<file path="config.mk">
export PLATFORM = sky130hd
export DESIGN_NAME = flm_modem
export DESIGN_NICKNAME = d
export VERILOG_FILES = /design/src/design/flm_sine_rom.v /design/src/design/flm_modem.v
export VERILOG_INCLUDE_DIRS = /design/src /design/src/design
export SDC_FILE = /design/constraint.sdc
export NUM_CORES = 1
export LEC_CHECK = 0
export BUFFER_PORTS_ARGS = -buffer_cell sky130_fd_sc_hd__buf_2
export CORE_MARGIN = 10
export CORE_UTILIZATION = 55
export DETAILED_ROUTE_END_ITERATION = 10
export GPL_ROUTABILITY_DRIVEN = 0
export GPL_TIMING_DRIVEN = 1
export HOLD_SLACK_MARGIN = 0.08
export PLACE_DENSITY_LB_ADDON = 0.3
export SYNTH_ARGS = -nofsm -noshare
export SYNTH_HDL_FRONTEND = slang
export SYNTH_SLANG_ARGS = --single-unit
export TNS_END_PERCENT = 1
</file>
<file path="constraint.sdc">
create_clock -name CLOCK -period 3.5 [get_ports CLOCK]
set_input_delay 0.35 -clock CLOCK [delete_from_list [all_inputs] [get_ports CLOCK]]
set_output_delay 0.35 -clock CLOCK [all_outputs]
set_load 0.005 [all_outputs]
</file>
<file path="src/design/flm_consts.vh">
// constants for the loop modem: clock rates, tone steps, thresholds, timing
// included by the modem top and its sine table; definitions only
`ifndef FLM_CONSTS_VH
`define FLM_CONSTS_VH

// system clock and derived sample rate
`define FLM_CLK_HZ        25000000
`define FLM_FS_HZ         40000
`define FLM_SAMPLE_DIV    (`FLM_CLK_HZ / `FLM_FS_HZ)
`define FLM_DIV_W         10

// nominal crystal or external clock on the oscillator pins, in kHz
`define FLM_OSC_KHZ       3686

// tone frequencies and phase steps of the 16-bit accumulator
`define FLM_MARK_HZ       1200
`define FLM_SPACE_HZ      2200
`define FLM_PHASE_W       16
`define FLM_MARK_STEP     ((`FLM_MARK_HZ * 65536) / `FLM_FS_HZ)
`define FLM_SPACE_STEP    ((`FLM_SPACE_HZ * 65536) / `FLM_FS_HZ)

// bit slot and the crossing-period split between mark and space
`define FLM_BIT_US        833
`define FLM_SLOT_SAMPLES  ((`FLM_BIT_US * (`FLM_FS_HZ / 1000)) / 1000)
`define FLM_PER_SPLIT     ((`FLM_FS_HZ / `FLM_MARK_HZ + `FLM_FS_HZ / `FLM_SPACE_HZ) / 2)
`define FLM_PER_W         6
`define FLM_PER_MAX       6'h3f

// converter scaling: 8 bits over a 1230 mV span, midscale code
`define FLM_ADC_SPAN_MV   1230
`define FLM_MID_CODE      8'h80
`define FLM_CD_ON_MV      120
`define FLM_CD_OFF_MV     80
`define FLM_CD_ON_CODE    ((`FLM_CD_ON_MV * 256) / `FLM_ADC_SPAN_MV)
`define FLM_CD_OFF_CODE   ((`FLM_CD_OFF_MV * 256) / `FLM_ADC_SPAN_MV)

// amplitude window in samples, longer than one mark period
`define FLM_WIN_SAMPLES   48
`define FLM_WIN_W         6

// internal reset stretch after system reset release
`define FLM_POR_US        100
`define FLM_POR_CYCLES    ((`FLM_POR_US * (`FLM_CLK_HZ / 1000000)))
`define FLM_POR_W         12

`endif

</file>
<file path="src/design/flm_sine_rom.v">
// quarter-wave sine magnitude table for the tone generator
// assumes the caller folds phase into one quadrant; data lag one clock
`timescale 1ns/10ps
`default_nettype none
`include "flm_consts.vh"

module flm_sine_rom (
  // clock
  input  wire       clk,
  // lookup
  input  wire [3:0] addr,
  output reg  [6:0] data
);

  // registered read keeps the table off the output path
  always @(posedge clk) begin
    case (addr)
      4'h0:    data <= 7'h06;
      4'h1:    data <= 7'h13;
      4'h2:    data <= 7'h1f;
      4'h3:    data <= 7'h2b;
      4'h4:    data <= 7'h36;
      4'h5:    data <= 7'h41;
      4'h6:    data <= 7'h4c;
      4'h7:    data <= 7'h55;
      4'h8:    data <= 7'h5e;
      4'h9:    data <= 7'h66;
      4'ha:    data <= 7'h6d;
      4'hb:    data <= 7'h73;
      4'hc:    data <= 7'h78;
      4'hd:    data <= 7'h7b;
      4'he:    data <= 7'h7e;
      4'hf:    data <= 7'h7f;
      default: data <= 7'h00;
    endcase
  end

endmodule
`default_nettype wire

</file>
<file path="src/design/flm_modem.v">
// half-duplex fsk loop modem: tone generator, tone detector, carrier detect
// assumes a converter pair outside: TONE_IN and TONE_OUT are 8-bit offset codes
`timescale 1ns/10ps
`default_nettype none
`include "flm_consts.vh"

module flm_modem (
  // clock and system reset
  input  wire       CLOCK,
  input  wire       SYS_RST,
  // reset pin, open drain
  input  wire       RESET_N_IN,
  output reg        RESET_N_OUT,
  output reg        RESET_N_OE,
  // host side
  input  wire       REQ_SEND,
  input  wire       TX_DATA,
  output reg        RX_DATA,
  output reg        CARRIER_PRESENT_OUT,
  // oscillator pins
  input  wire       EXT_CLOCK_SELECT,
  input  wire       OSC_IN,
  output reg        OSC_OUT,
  // converter side
  input  wire [7:0] TONE_IN,
  output reg  [7:0] TONE_OUT
);

  // mode states, one-hot
  localparam [2:0] ST_RESET = 3'h1;
  localparam [2:0] ST_RX    = 3'h2;
  localparam [2:0] ST_TX    = 3'h4;

  // integer forms first, cut to register width on purpose below
  localparam integer DIV_LAST_I  = `FLM_SAMPLE_DIV - 1;
  localparam integer POR_LAST_I  = `FLM_POR_CYCLES - 1;
  localparam integer MARK_ST_I   = `FLM_MARK_STEP;
  localparam integer SPACE_ST_I  = `FLM_SPACE_STEP;
  localparam integer PER_SPLIT_I = `FLM_PER_SPLIT;
  localparam integer WIN_LAST_I  = `FLM_WIN_SAMPLES - 1;
  localparam integer CD_ON_I     = `FLM_CD_ON_CODE;
  localparam integer CD_OFF_I    = `FLM_CD_OFF_CODE;

  localparam [`FLM_DIV_W-1:0]   DIV_LAST  = DIV_LAST_I[`FLM_DIV_W-1:0];
  localparam [`FLM_POR_W-1:0]   POR_LAST  = POR_LAST_I[`FLM_POR_W-1:0];
  localparam [`FLM_PHASE_W-1:0] MARK_ST   = MARK_ST_I[`FLM_PHASE_W-1:0];
  localparam [`FLM_PHASE_W-1:0] SPACE_ST  = SPACE_ST_I[`FLM_PHASE_W-1:0];
  localparam [`FLM_PER_W-1:0]   PER_SPLIT = PER_SPLIT_I[`FLM_PER_W-1:0];
  localparam [`FLM_WIN_W-1:0]   WIN_LAST  = WIN_LAST_I[`FLM_WIN_W-1:0];
  localparam [7:0]              CD_ON     = CD_ON_I[7:0];
  localparam [7:0]              CD_OFF    = CD_OFF_I[7:0];

  reg  [`FLM_POR_W-1:0]   por_cnt_r;
  reg                     por_act_r;
  reg                     pin_n_r;
  reg  [2:0]              state_r;
  reg  [2:0]              state_nxt;
  reg  [`FLM_DIV_W-1:0]   div_r;
  reg                     smp_en_r;
  reg  [`FLM_PHASE_W-1:0] phase_r;
  reg  [1:0]              quad_r;
  reg                     tx_live_r;
  wire [6:0]              sine_mag;
  reg                     sign_r;
  reg  [`FLM_PER_W-1:0]   per_r;
  reg  [7:0]              max_r;
  reg  [7:0]              min_r;
  reg  [`FLM_WIN_W-1:0]   win_r;
  reg                     bit_r;
  wire                    modem_rst;
  wire                    pos_now;
  wire [7:0]              pp_span;

  // combine a step choice: mark for one, space for zero
  function [`FLM_PHASE_W-1:0] step_for;
    input level;
    begin
      step_for = level ? MARK_ST : SPACE_ST;
    end
  endfunction

  // internal reset: stretch after system reset, pin forced low meanwhile
  always @(posedge CLOCK or posedge SYS_RST) begin
    if (SYS_RST) begin
      por_cnt_r   <= {`FLM_POR_W{1'b0}};
      por_act_r   <= 1'b1;
      RESET_N_OUT <= 1'b0;
      RESET_N_OE  <= 1'b1;
      pin_n_r     <= 1'b0;
    end else begin
      pin_n_r <= RESET_N_IN;
      if (por_act_r) begin
        if (por_cnt_r == POR_LAST)
          por_act_r <= 1'b0;
        por_cnt_r <= por_cnt_r + 1'b1;
      end
      RESET_N_OUT <= 1'b0;
      RESET_N_OE  <= por_act_r && (por_cnt_r != POR_LAST);
    end
  end

  // external pin low holds the modem, even when another party pulls it
  assign modem_rst = por_act_r | ~pin_n_r;

  // direction follows the request level; only the system, internal or pin reset overrides it, forcing ST_RESET
  always @* begin
    case (state_r)
      ST_RESET: state_nxt = REQ_SEND ? ST_RX : ST_TX;
      ST_RX:    state_nxt = REQ_SEND ? ST_RX : ST_TX;
      ST_TX:    state_nxt = REQ_SEND ? ST_RX : ST_TX;
      default:  state_nxt = ST_RESET;
    endcase
  end

  always @(posedge CLOCK or posedge SYS_RST) begin
    if (SYS_RST)
      state_r <= ST_RESET;
    else if (modem_rst)
      state_r <= ST_RESET;
    else
      state_r <= state_nxt;
  end

  // sample-rate enable, one pulse per converter sample
  always @(posedge CLOCK or posedge SYS_RST) begin
    if (SYS_RST) begin
      div_r    <= {`FLM_DIV_W{1'b0}};
      smp_en_r <= 1'b0;
    end else begin
      smp_en_r <= (div_r == DIV_LAST);
      if (div_r == DIV_LAST)
        div_r <= {`FLM_DIV_W{1'b0}};
      else
        div_r <= div_r + 1'b1;
    end
  end

  // crystal amplifier: inverts osc_in; idle low when an external clock is used
  always @(posedge CLOCK or posedge SYS_RST) begin
    if (SYS_RST)
      OSC_OUT <= 1'b0;
    else
      OSC_OUT <= EXT_CLOCK_SELECT ? 1'b0 : ~OSC_IN;
  end

  // phase accumulator: only the step changes, so no phase jump at a bit edge
  always @(posedge CLOCK or posedge SYS_RST) begin
    if (SYS_RST) begin
      phase_r   <= {`FLM_PHASE_W{1'b0}};
      quad_r    <= 2'h0;
      tx_live_r <= 1'b0;
    end else if (state_r != ST_TX) begin
      phase_r   <= {`FLM_PHASE_W{1'b0}};
      tx_live_r <= 1'b0;
    end else begin
      // quadrant trails the phase by one clock, like the registered table read
      quad_r <= phase_r[15:14];
      if (smp_en_r) begin
        phase_r   <= phase_r + step_for(TX_DATA);
        tx_live_r <= 1'b1;
      end
    end
  end

  // quadrant fold: mirror the index in odd quadrants
  flm_sine_rom u_rom (
    .clk  (CLOCK),
    .addr (phase_r[14] ? ~phase_r[13:10] : phase_r[13:10]),
    .data (sine_mag)
  );

  // dac code: midscale while receiving, so only one direction is ever active
  always @(posedge CLOCK or posedge SYS_RST) begin
    if (SYS_RST)
      TONE_OUT <= `FLM_MID_CODE;
    else if (!tx_live_r || state_r != ST_TX)
      TONE_OUT <= `FLM_MID_CODE;
    else if (quad_r[1])
      TONE_OUT <= `FLM_MID_CODE - {1'b0, sine_mag};
    else
      TONE_OUT <= `FLM_MID_CODE + {1'b0, sine_mag};
  end

  // receive path: a rising midscale crossing ends one tone period
  assign pos_now = (TONE_IN >= `FLM_MID_CODE);
  assign pp_span = max_r - min_r;

  // period split sits halfway between mark and space, well inside one slot
  always @(posedge CLOCK or posedge SYS_RST) begin
    if (SYS_RST) begin
      sign_r <= 1'b0;
      per_r  <= {`FLM_PER_W{1'b0}};
      bit_r  <= 1'b1;
    end else if (state_r != ST_RX) begin
      sign_r <= 1'b0;
      per_r  <= {`FLM_PER_W{1'b0}};
      bit_r  <= 1'b1;
    end else if (smp_en_r) begin
      sign_r <= pos_now;
      if (pos_now && !sign_r) begin
        bit_r <= (per_r > PER_SPLIT);
        per_r <= {`FLM_PER_W{1'b0}};
      end else if (per_r != `FLM_PER_MAX) begin
        per_r <= per_r + 1'b1;
      end
    end
  end

  // amplitude window: peak-to-peak over a fixed run of samples
  always @(posedge CLOCK or posedge SYS_RST) begin
    if (SYS_RST) begin
      max_r               <= `FLM_MID_CODE;
      min_r               <= `FLM_MID_CODE;
      win_r               <= {`FLM_WIN_W{1'b0}};
      CARRIER_PRESENT_OUT <= 1'b0;
    end else if (state_r != ST_RX) begin
      max_r               <= `FLM_MID_CODE;
      min_r               <= `FLM_MID_CODE;
      win_r               <= {`FLM_WIN_W{1'b0}};
      CARRIER_PRESENT_OUT <= 1'b0;
    end else if (smp_en_r) begin
      if (win_r == WIN_LAST) begin
        win_r <= {`FLM_WIN_W{1'b0}};
        max_r <= TONE_IN;
        min_r <= TONE_IN;
        if (pp_span > CD_ON)
          CARRIER_PRESENT_OUT <= 1'b1;
        else if (pp_span < CD_OFF)
          CARRIER_PRESENT_OUT <= 1'b0;
        else
          CARRIER_PRESENT_OUT <= CARRIER_PRESENT_OUT;
      end else begin
        win_r <= win_r + 1'b1;
        if (TONE_IN > max_r)
          max_r <= TONE_IN;
        if (TONE_IN < min_r)
          min_r <= TONE_IN;
      end
    end
  end

  // data out: raw recovered bits, no framing; idle high when no carrier
  always @(posedge CLOCK or posedge SYS_RST) begin
    if (SYS_RST)
      RX_DATA <= 1'b1;
    else if (state_r != ST_RX)
      RX_DATA <= 1'b1;
    else
      RX_DATA <= CARRIER_PRESENT_OUT ? bit_r : 1'b1;
  end

endmodule
`default_nettype wire

</file>
Word level (Yosys, flattened, before mapping)
Memory sizes are Yosys's and may differ from the RTL's. A register that Yosys moved wholly into a read port is not among the register bits. Cells that the tools add are included.

Register bits: 89. Bits in latches: 0. Bits in writable memories: 0. Memory bits (read-only): 112. Bits of input ports: 15. Output and inout port bits: 13. Logic and storage cells: 110. Memories: 1.

Memories: (name not given) (depth 16, width 7, read ports 1, clocked after memory_dff 1, wr ports 0, line flm_sine_rom.v:17) `case (addr)`.

$add $sub $neg: 8. Multipliers: 0. Divide/modulo/power cells: 0. Magnitude comparators: 6. Equal/unequal tests: 10. Shift-type cells: 0. Multiplexer cells: 42. Bitwise operators: 4. Reduce and logical (&&, ||, !) cells: 19.

Operators with widths (number): $mux 8 (10); $mux 6 (7); $mux 16 (2); $mux 1 (17); $add 16x12->16 (1); $add 12x1->12 const B (1); $add 6x1->6 const B (2); $eq 12x12->1 const B (1); $mux 12 (1); $ne 12x12->1 const B (1); $reduce_bool 3->1 (4); $add 10x1->10 const B (1); $eq 10x10->1 const B (1); $mux 10 (1); $mux 3 (3); $add 8x7->8 const A (1); $ge 8x8->1 const B (1); $gt 8x5->1 const B (1); $gt 8x8->1 (1); $lt 8x5->1 const B (1); $lt 8x8->1 (1); $reduce_and 2->1 (4); $reduce_bool 2->1 (4); $sub 8x7->8 const A (1); other kinds (18) (21).

Depth between registers and ports, before layout
Gate-level depths: netlist of the first run.

Depth in word-level cells: 7. Gate-level depth with buffers: 10. Mapped depth without buffers: 10.

Modules after synthesis
A second synthesis of the first run with hierarchy kept.

Cells, all modules: 554. Area, all modules: 5280.1 sq um.

Modules (own cells, without submodules): flm_modem (instances 1, cells each 512, area each 4858.4 sq um, seq. area each 2160.8 sq um); flm_sine_rom (instances 1, cells each 42, area each 421.7 sq um, seq. area each 140.1 sq um).

Least setup slack after synthesis of the first run
No wires, ideal clock.

Path type: register to register. Start point: reg phase_r[14]. End point: reg u_rom.data[1]. Setup time: 135 ps. Arrival time: 1826 ps. Required time: 3365 ps. Path slack: 1539 ps. Stages on the path, launching flop included: 8. Path buffers: 1. Clock period less this slack: 1961 ps. Path through: dfrtp_1 -> clkbuf_1 -> xor2_1 -> inv_1 -> ha_1 -> or2_2 -> a21oi_1 -> a31oi_1.

Cells in the longest elaborated chain, start to end: 1.

Ends and longest elaborated chain: start: declaration (line flm_modem.v:60) `` reg [`FLM_PHASE_W-1:0] phase_r; ``; start signal: assignment (line flm_modem.v:149) `` phase_r <= {`FLM_PHASE_W{1'b0}}; ``; start signal: assignment (line flm_modem.v:153) `` phase_r <= {`FLM_PHASE_W{1'b0}}; ``; start signal: assignment (line flm_modem.v:159) `phase_r <= phase_r + step_for(TX_DATA);`; $mux 4 (line flm_modem.v:168) `.addr (phase_r[14] ? ~phase_r[13:10] : phase_r[13:10]),`; end: declaration (line flm_sine_rom.v:12) `output reg [6:0] data`.

Every way passes these cells. A chain may end at the register's enable or synchronous reset.

Final worst setup path of the first run
Start point: reg max_r[7]. End point: reg max_r[1].

Cells in the longest elaborated chain, start to end: 3.

Ends and longest elaborated chain: start: declaration (line flm_modem.v:66) `reg [7:0] max_r;`; start signal: assignment (line flm_modem.v:212) `` max_r <= `FLM_MID_CODE; ``; start signal: assignment (line flm_modem.v:217) `` max_r <= `FLM_MID_CODE; ``; $gt 8x8->1 (line flm_modem.v:234) `if (TONE_IN > max_r)`; $reduce_bool 3->1 (no line); $reduce_and 2->1 (no line).

Every way passes these cells.

==> flow_summary.json, run 1 <==
{
  "syn-num-nets": 619,
  "fin_crit_ns": 2.27,
  "fin_skew_ns": 0.0134,
  "synth_top_cell_by_area": "dfrtp_1",
  "yosys-mux-area-fraction_pct": 2.31,
  "synth.top_cell.area_share_pct": 37.2,
  "post_cts_buffers": 0,
  "p_int_uw": 1490,
  "dp_cells": 700,
  "drt-vias-per-instance": 5.55,
  "synthSimpleGateAreaFrac_pct": 19.1,
  "routedWlPerCell_um": 14.8,
  "ant_nets": 0,
  "antennaDiodeCount": 0,
  "clk_pin_slew_worst_paths_ns": 0.10,
  "wl_um": 10600,
  "grt_max_degree": 46,
  "outcome": "finished clean",
  "synth_top_family_by_area": "simple AND/OR/NAND/NOR gates",
  "relSlewSlack_pct": 44.2,
  "ys_types": 64,
  "synth-xor-area-share_pct": 6.92,
  "cts_resized": 0,
  "dieWidth_um": 118,
  "yosys.area_share.adder_pct": 11.2,
  "synth_edf_count": 0,
  "tns_ns": 0,
  "cp_top_family": "compound AO/OA/AOI/OAI gates",
  "synth_warnings": 0,
  "dr.pass1.iters": 5,
  "synth_compound_area_share_pct": 13.4,
  "area_growth_pct": 8.53,
  "synth_async_sr_flop_share_pct": 92.5,
  "syn-instance-count": 557,
  "dieArea_mm2": 0.0140,
  "grt_pass1_wl_um": 18300,
  "arrival_ns": 2.57,
  "crit_required_ns": 3.80,
  "cp_max_fo": 7,
  "slew_viol_final": 0,
  "grt_setup_unrepaired": "false",
  "post-route-period-util_pct": 64.8,
  "cts_tree": "yes",
  "tightest_slew_ns": 0.831,
  "coreArea_mm2": 0.00933,
  "synth_area_leaders": "dfrtp_1 (37%), ha_1 (11%), nor2_1 (4.0%)",
  "slowest_delay_ns": 0.55,
  "cts.sinks": 93,
  "max_freq_mhz": 441,
  "initial_core_util_pct": 57.0,
  "worstHoldPathType": "in2async",
  "instances_no_fill": 716,
  "drtIter0Drc": 222,
  "switching_share_pct": 25.8,
  "synth_area_mm2": 0.00531,
  "portBuffers": 26,
  "power_per_cell_area_mw_per_mm2": 349,
  "drv_cap": 0,
  "nFillCells": 796,
  "route.detailed.drc": 0,
  "path_cells": "inv_1 > ha_1 > nand3_1 > a211oi_1 > a2111oi_4 > nor3_2 > a22o_1",
  "grt_pass1_vias": 3977,
  "dieHeight_um": 118,
  "pwr-share-clk_pct": 36.3,
  "ys_seq_area_share_pct": 43.3,
  "htree_levels": 3,
  "setup_viol": 0,
  "synth-seq-cells": 93,
  "end_kind": "register",
  "num_rows": 35,
  "hold_violations": 0,
  "vdd_drop_max_v": 0.000201,
  "layout_commonest_cell": "dfrtp_1",
  "overflow": 0,
  "ctsHoldBuffers": 0,
  "cts-buffers-inserted": 9,
  "drive_gt1_share_pct": 11.1,
  "start_kind": "register",
  "pwr-share-comb_pct": 8.8,
  "pwr-share-seq_pct": 55.0,
  "switching_power_uw": 519,
  "num_vias": 3976,
  "hpwl_um": 7730,
  "leakagePower_uw": 0.00259,
  "nNetsFinal": 644,
  "synth_top_flop_cell": "dfrtp_1",
  "cts_root_buf": "clkbuf_8",
  "crit_buf_inv": 1,
  "mostFrequentLayoutCells": "dfrtp_1 (79), nor2_1 (57), ha_1 (46), nand2_1 (43), nand3_1 (36)",
  "io_pins": 28,
  "antenna_found_initial": 0,
  "gr-usage-all-layers_pct": 15.2,
  "slowest_stage": "dfstp_2",
  "path_class": "reg2reg",
  "syn_avg_cell_area_um2": 9.54,
  "clk_path_buf_depth": 2,
  "clk_latency_ns": 0.37
}
## state kept, by name, indices dropped and copies added, names as in the netlist, 3 cells and up
signal and flops:
phase_r 15, por_cnt_r 12, div_r 10, TONE_OUT 8, max_r 8, min_r 8, u_rom.data 7, per_r 6
win_r 6, state_r 3
## worst reg2reg max path, stage by stage (launching register included)
cell,delay (ns)
dfstp_2,0.55
inv_1,0.05
ha_1,0.35
nand3_1,0.12
a211oi_1,0.37
a2111oi_4,0.11
nor3_2,0.45
a22o_1,0.23
## final timing paths
kind / start / to / slack (ns) / cells past startpoint
worst max-delay path: max_r[7]$_DFFE_PP1P_ / max_r[1]$_DFFE_PP0P_ / 1.23 / 7
worst min-delay path: SYS_RST / por_cnt_r[6]$_DFFE_PP0P_ / 0.09 / 2
worst max register to register: max_r[7]$_DFFE_PP1P_ / max_r[1]$_DFFE_PP0P_ / 1.23 / 7
worst min register to register: pin_n_r$_DFF_PP0_ / state_r[0]$_DFF_PP1_ / 0.46 / 1
max in group asynchronous: SYS_RST / bit_r$_DFFE_PP1P_ / 2.53 / 3
min in group CLOCK: RESET_N_IN / pin_n_r$_DFF_PP0_ / 0.11 / 1
## cell families (layout without fill, tap and decap cells)
family | Yosys count | count (layout)
XOR/XNOR | 42 | 42
flip-flops | 93 | 93
buffers and inverters | 51 | 81
adder cells (fa/ha/maj) | 47 | 47
other | 1 | 1
AND/OR/NAND/NOR | 200 | 200
multiplexers | 12 | 12
AO/OA/AOI/OAI | 111 | 111
## metal layers
metal  share of wire (%)  global-route usage, %  routed length (um)
met1                  47                   19.5                4990
met2                  48                   25.4                5090
met3                 3.5                   2.52                 371
met4                 1.2                   4.95                 125
met5                   0                      0                   0
## stage by stage
step,hold slack [ns],area [um2],setup WS [ns],power [uW],util [%]
CTS,0.106,5770,1.24,2020,61.8
floorplan,0.381,5310,0.940,1250,-
global route,0.102,5770,1.07,2090,61.8
global placement,0.450,5570,1.24,1300,59.7
detailed placement,0.449,5570,1.17,1300,59.7
finish,0.0872,5770,1.23,2010,61.8
## final cells by class
| class | instances | area (um2) | area share, % |
|---|---|---|---|
| inverter | 36 | 136 | 2.37 |
| clock inverter | 6 | 72.6 | 1.26 |
| clock buffer | 10 | 128 | 2.21 |
| timing repair buffer | 29 | 153 | 2.65 |
| tap | 129 | 161 | 2.80 |
| multi-input combinational | 413 | 2810 | 48.8 |
| sequential | 93 | 2300 | 39.9 |
## cell usage after synthesis, drive strengths merged, types with 5 or more instances
library cell  instances
dfrtp                79
nor2                 57
ha                   46
nand2                44
inv                  36
nand3                36
o21ai                35
a21oi                30
xor2                 23
xnor2                19
clkbuf               11
mux2i                10
a21o                  8
and3                  8
nand4                 8
nor3                  8
a22o                  7
dfstp                 7
dfxtp                 7
nand2b                7
a211oi                5
nand3b                5
nor2b                 5
nor3b                 5
## power by group through the flow
stage | combinational [uW] | sequential, uW | clock [uW]
after detailed placement | 176 | 1130 | 0
after CTS | 177 | 1100 | 739
final | 176 | 1100 | 729
after global placement | 171 | 1120 | 0
after global routing | 198 | 1110 | 787
after floorplan | 132 | 1120 | 0
Power figures use the tool's default switching activity.
==> run 2: changes to the inputs <==
==> constraint.sdc (replaced) <==
create_clock -name CLOCK -period 2.1 [get_ports CLOCK]
set_input_delay 0.21 -clock CLOCK [delete_from_list [all_inputs] [get_ports CLOCK]]
set_output_delay 0.21 -clock CLOCK [all_outputs]
set_load 0.005 [all_outputs]
==> flow_summary.json, run 2 (synthesized netlist as in run 1, its figures left out) <==
{
  "pwr-share-seq_pct": 53.1,
  "setup_viol": 0,
  "whs_endpoint": "max_r[0]$_DFFE_PP0P_",
  "vdd_drop_max_v": 0.000342,
  "cts-buffers-inserted": 9,
  "area_growth_pct": 13.2,
  "use_met3_pct": 2.76,
  "power_per_cell_area_mw_per_mm2": 576,
  "busiest_layer": "met2",
  "worst_r2r_path_depth": 8,
  "multi_input_area_mm2": 0.00287,
  "drtIter0Drc": 200,
  "grtUsageMet1_pct": 18.9,
  "crit_required_ns": 2.35,
  "grt_pass1_wl_um": 18400,
  "met2_usage_pct": 26.1,
  "end_kind": "register",
  "timing.rr.end": "max_r[1]$_DFFE_PP0P_",
  "relSlewSlack_pct": 62.2,
  "drt-vias-per-instance": 5.56,
  "r2r-start": "max_r[2]$_DFFE_PP0P_",
  "hold_violations": 0,
  "crit_start": "max_r[2]$_DFFE_PP0P_",
  "clk_path_buf_depth": 2,
  "route.detailed.drc": 0,
  "min_from": "TONE_IN[0]",
  "initial_core_util_pct": 57.0,
  "r2r_slack_ns": 0.06,
  "grt_setup_unrepaired": "true",
  "post-route-period-util_pct": 97.4,
  "top_register": "phase_r",
  "portBuffers": 26,
  "cts_root_buf": "clkbuf_8",
  "max_freq_mhz": 489,
  "seqCellArea_mm2": 0.00230,
  "io_pins": 28,
  "hpwl_um": 7890,
  "overflow": 0,
  "finish.utilization_pct": 64.5,
  "worstHoldPathType": "in2reg",
  "wl_um": 10600,
  "pwr-share-clk_pct": 37.3,
  "pwr-share-comb_pct": 9.6,
  "top_regs": "phase_r: 15 flops, por_cnt_r: 12 flops, div_r: 10 flops",
  "routedWlPerCell_um": 14.4,
  "nNetsFinal": 665,
  "holdWs_ns": 0.130,
  "mostFrequentLayoutCells": "dfrtp_1 (79), nor2_1 (57), ha_1 (46), nand2_1 (43), nand3_1 (36)",
  "switching_share_pct": 26.1,
  "drv_cap": 0,
  "dieHeight_um": 118,
  "coreArea_mm2": 0.00933,
  "layout_commonest_cell": "dfrtp_1",
  "holdPathStages": 2,
  "antennaDiodeCount": 0,
  "cts.sinks": 93,
  "clk_latency_ns": 0.37,
  "path_class": "reg2reg",
  "gr-usage-all-layers_pct": 15.3,
  "nFillCells": 786,
  "cts_tree": "yes",
  "largest_register_ffs": 15,
  "grt_max_degree": 70,
  "outcome": "finished clean",
  "fin_crit_ns": 2.04,
  "ant_nets": 0,
  "antenna_found_initial": 0,
  "switching_power_uw": 905,
  "cp_max_fo": 7,
  "clk_pin_slew_worst_paths_ns": 0.09,
  "postPlaceCellArea_mm2": 0.00570,
  "dieWidth_um": 118,
  "fin_skew_ns": 0.0191,
  "num_vias": 4099,
  "start_kind": "register",
  "tightest_slew_ns": 0.565,
  "slew_viol_final": 0,
  "drive_gt1_share_pct": 15.1,
  "dieArea_mm2": 0.0140,
  "num_rows": 35,
  "p_int_uw": 2560,
  "arrival_ns": 2.30,
  "final_area_mm2": 0.00602,
  "leakagePower_uw": 0.00271,
  "dr.pass1.iters": 4,
  "htree_levels": 3,
  "grt_pass1_vias": 3997
}
==> run 2: cell types whose count changed in the layout (fill, tap and decap cells not counted), sizes merged <==
cell | previous run | this run
clkinv | 4 | 0
clkinvlp | 1 | 3
buf | 29 | 45
inv | 36 | 38
dlygate4sd3 | 0 | 5
==> run 2: repair_timing <==
action                                  4_1_cts  5_1_grt
pin swaps                                     1        3
endpoints found under the hold margin        21        0
hold buffers                                  5        0
endpoints found under the setup margin        7       21
gates resized for setup                       1       13
buffers inserted                              0        0
==> run 2: power by group through the flow <==
stage | clock, uW | combinational, uW | sequential, uW
finish | 1290 | 333 | 1840
detailed placement | 0 | 319 | 1880
global placement | 0 | 306 | 1870
global route | 1400 | 374 | 1840
CTS | 1310 | 329 | 1840
floorplan | 0 | 220 | 1870
==> run 2: metrics by stage <==
stage | total power (uW) | cells | setup TNS [ns] | setup WS (ns)
CTS | 3480 | 737 | 0 | 0.00942
global placement | 2180 | 716 | 0 | 0.0506
detailed placement | 2190 | 716 | -0.173 | -0.0381
floorplan | 2090 | 557 | 0 | 0.139
global route | 3620 | 737 | -0.193 | -0.0426
finish | 3460 | 737 | 0 | 0.0553
==> run 2: worst max-delay path by stage <==
stage | cells past startpoint | slack, ns | end
after floorplan | 7 | 0.14 | u_rom.data[1]$_DFF_P_
after global placement | 8 | 0.05 | phase_r[14]$_DFFE_PP0P_
after detailed placement | 8 | -0.04 | max_r[4]$_DFFE_PP0P_
after CTS | 10 | 0.009 | CARRIER_PRESENT_OUT$_DFFE_PP0P_
after global routing | 8 | -0.04 | max_r[1]$_DFFE_PP0P_
final | 8 | 0.06 | max_r[1]$_DFFE_PP0P_
==> run 2: per-layer routing <==
metal	routed length, um	up-vias
li1	-	2041
met1	4940	1971
met2	5190	72
met3	340	15
met4	148	0
met5	0	-
==> run 2: layout make-up <==
type,instances,area share [%]
multi-input combinational,413,47.6
clock inverter,6,1.27
tap,129,2.68
inverter,36,2.31
timing repair buffer,50,5.57
clock buffer,10,2.29
sequential,93,38.2
==> run 2: worst max-delay path, cell delays in order (launching register included) <==
cell       delay [ns]
dfrtp_1          0.39
inv_1            0.05
ha_1             0.28
a21o_1           0.19
a2bb2oi_1        0.18
a211oi_1         0.13
a2111oi_4        0.34
nor3_4           0.12
a22o_1           0.25
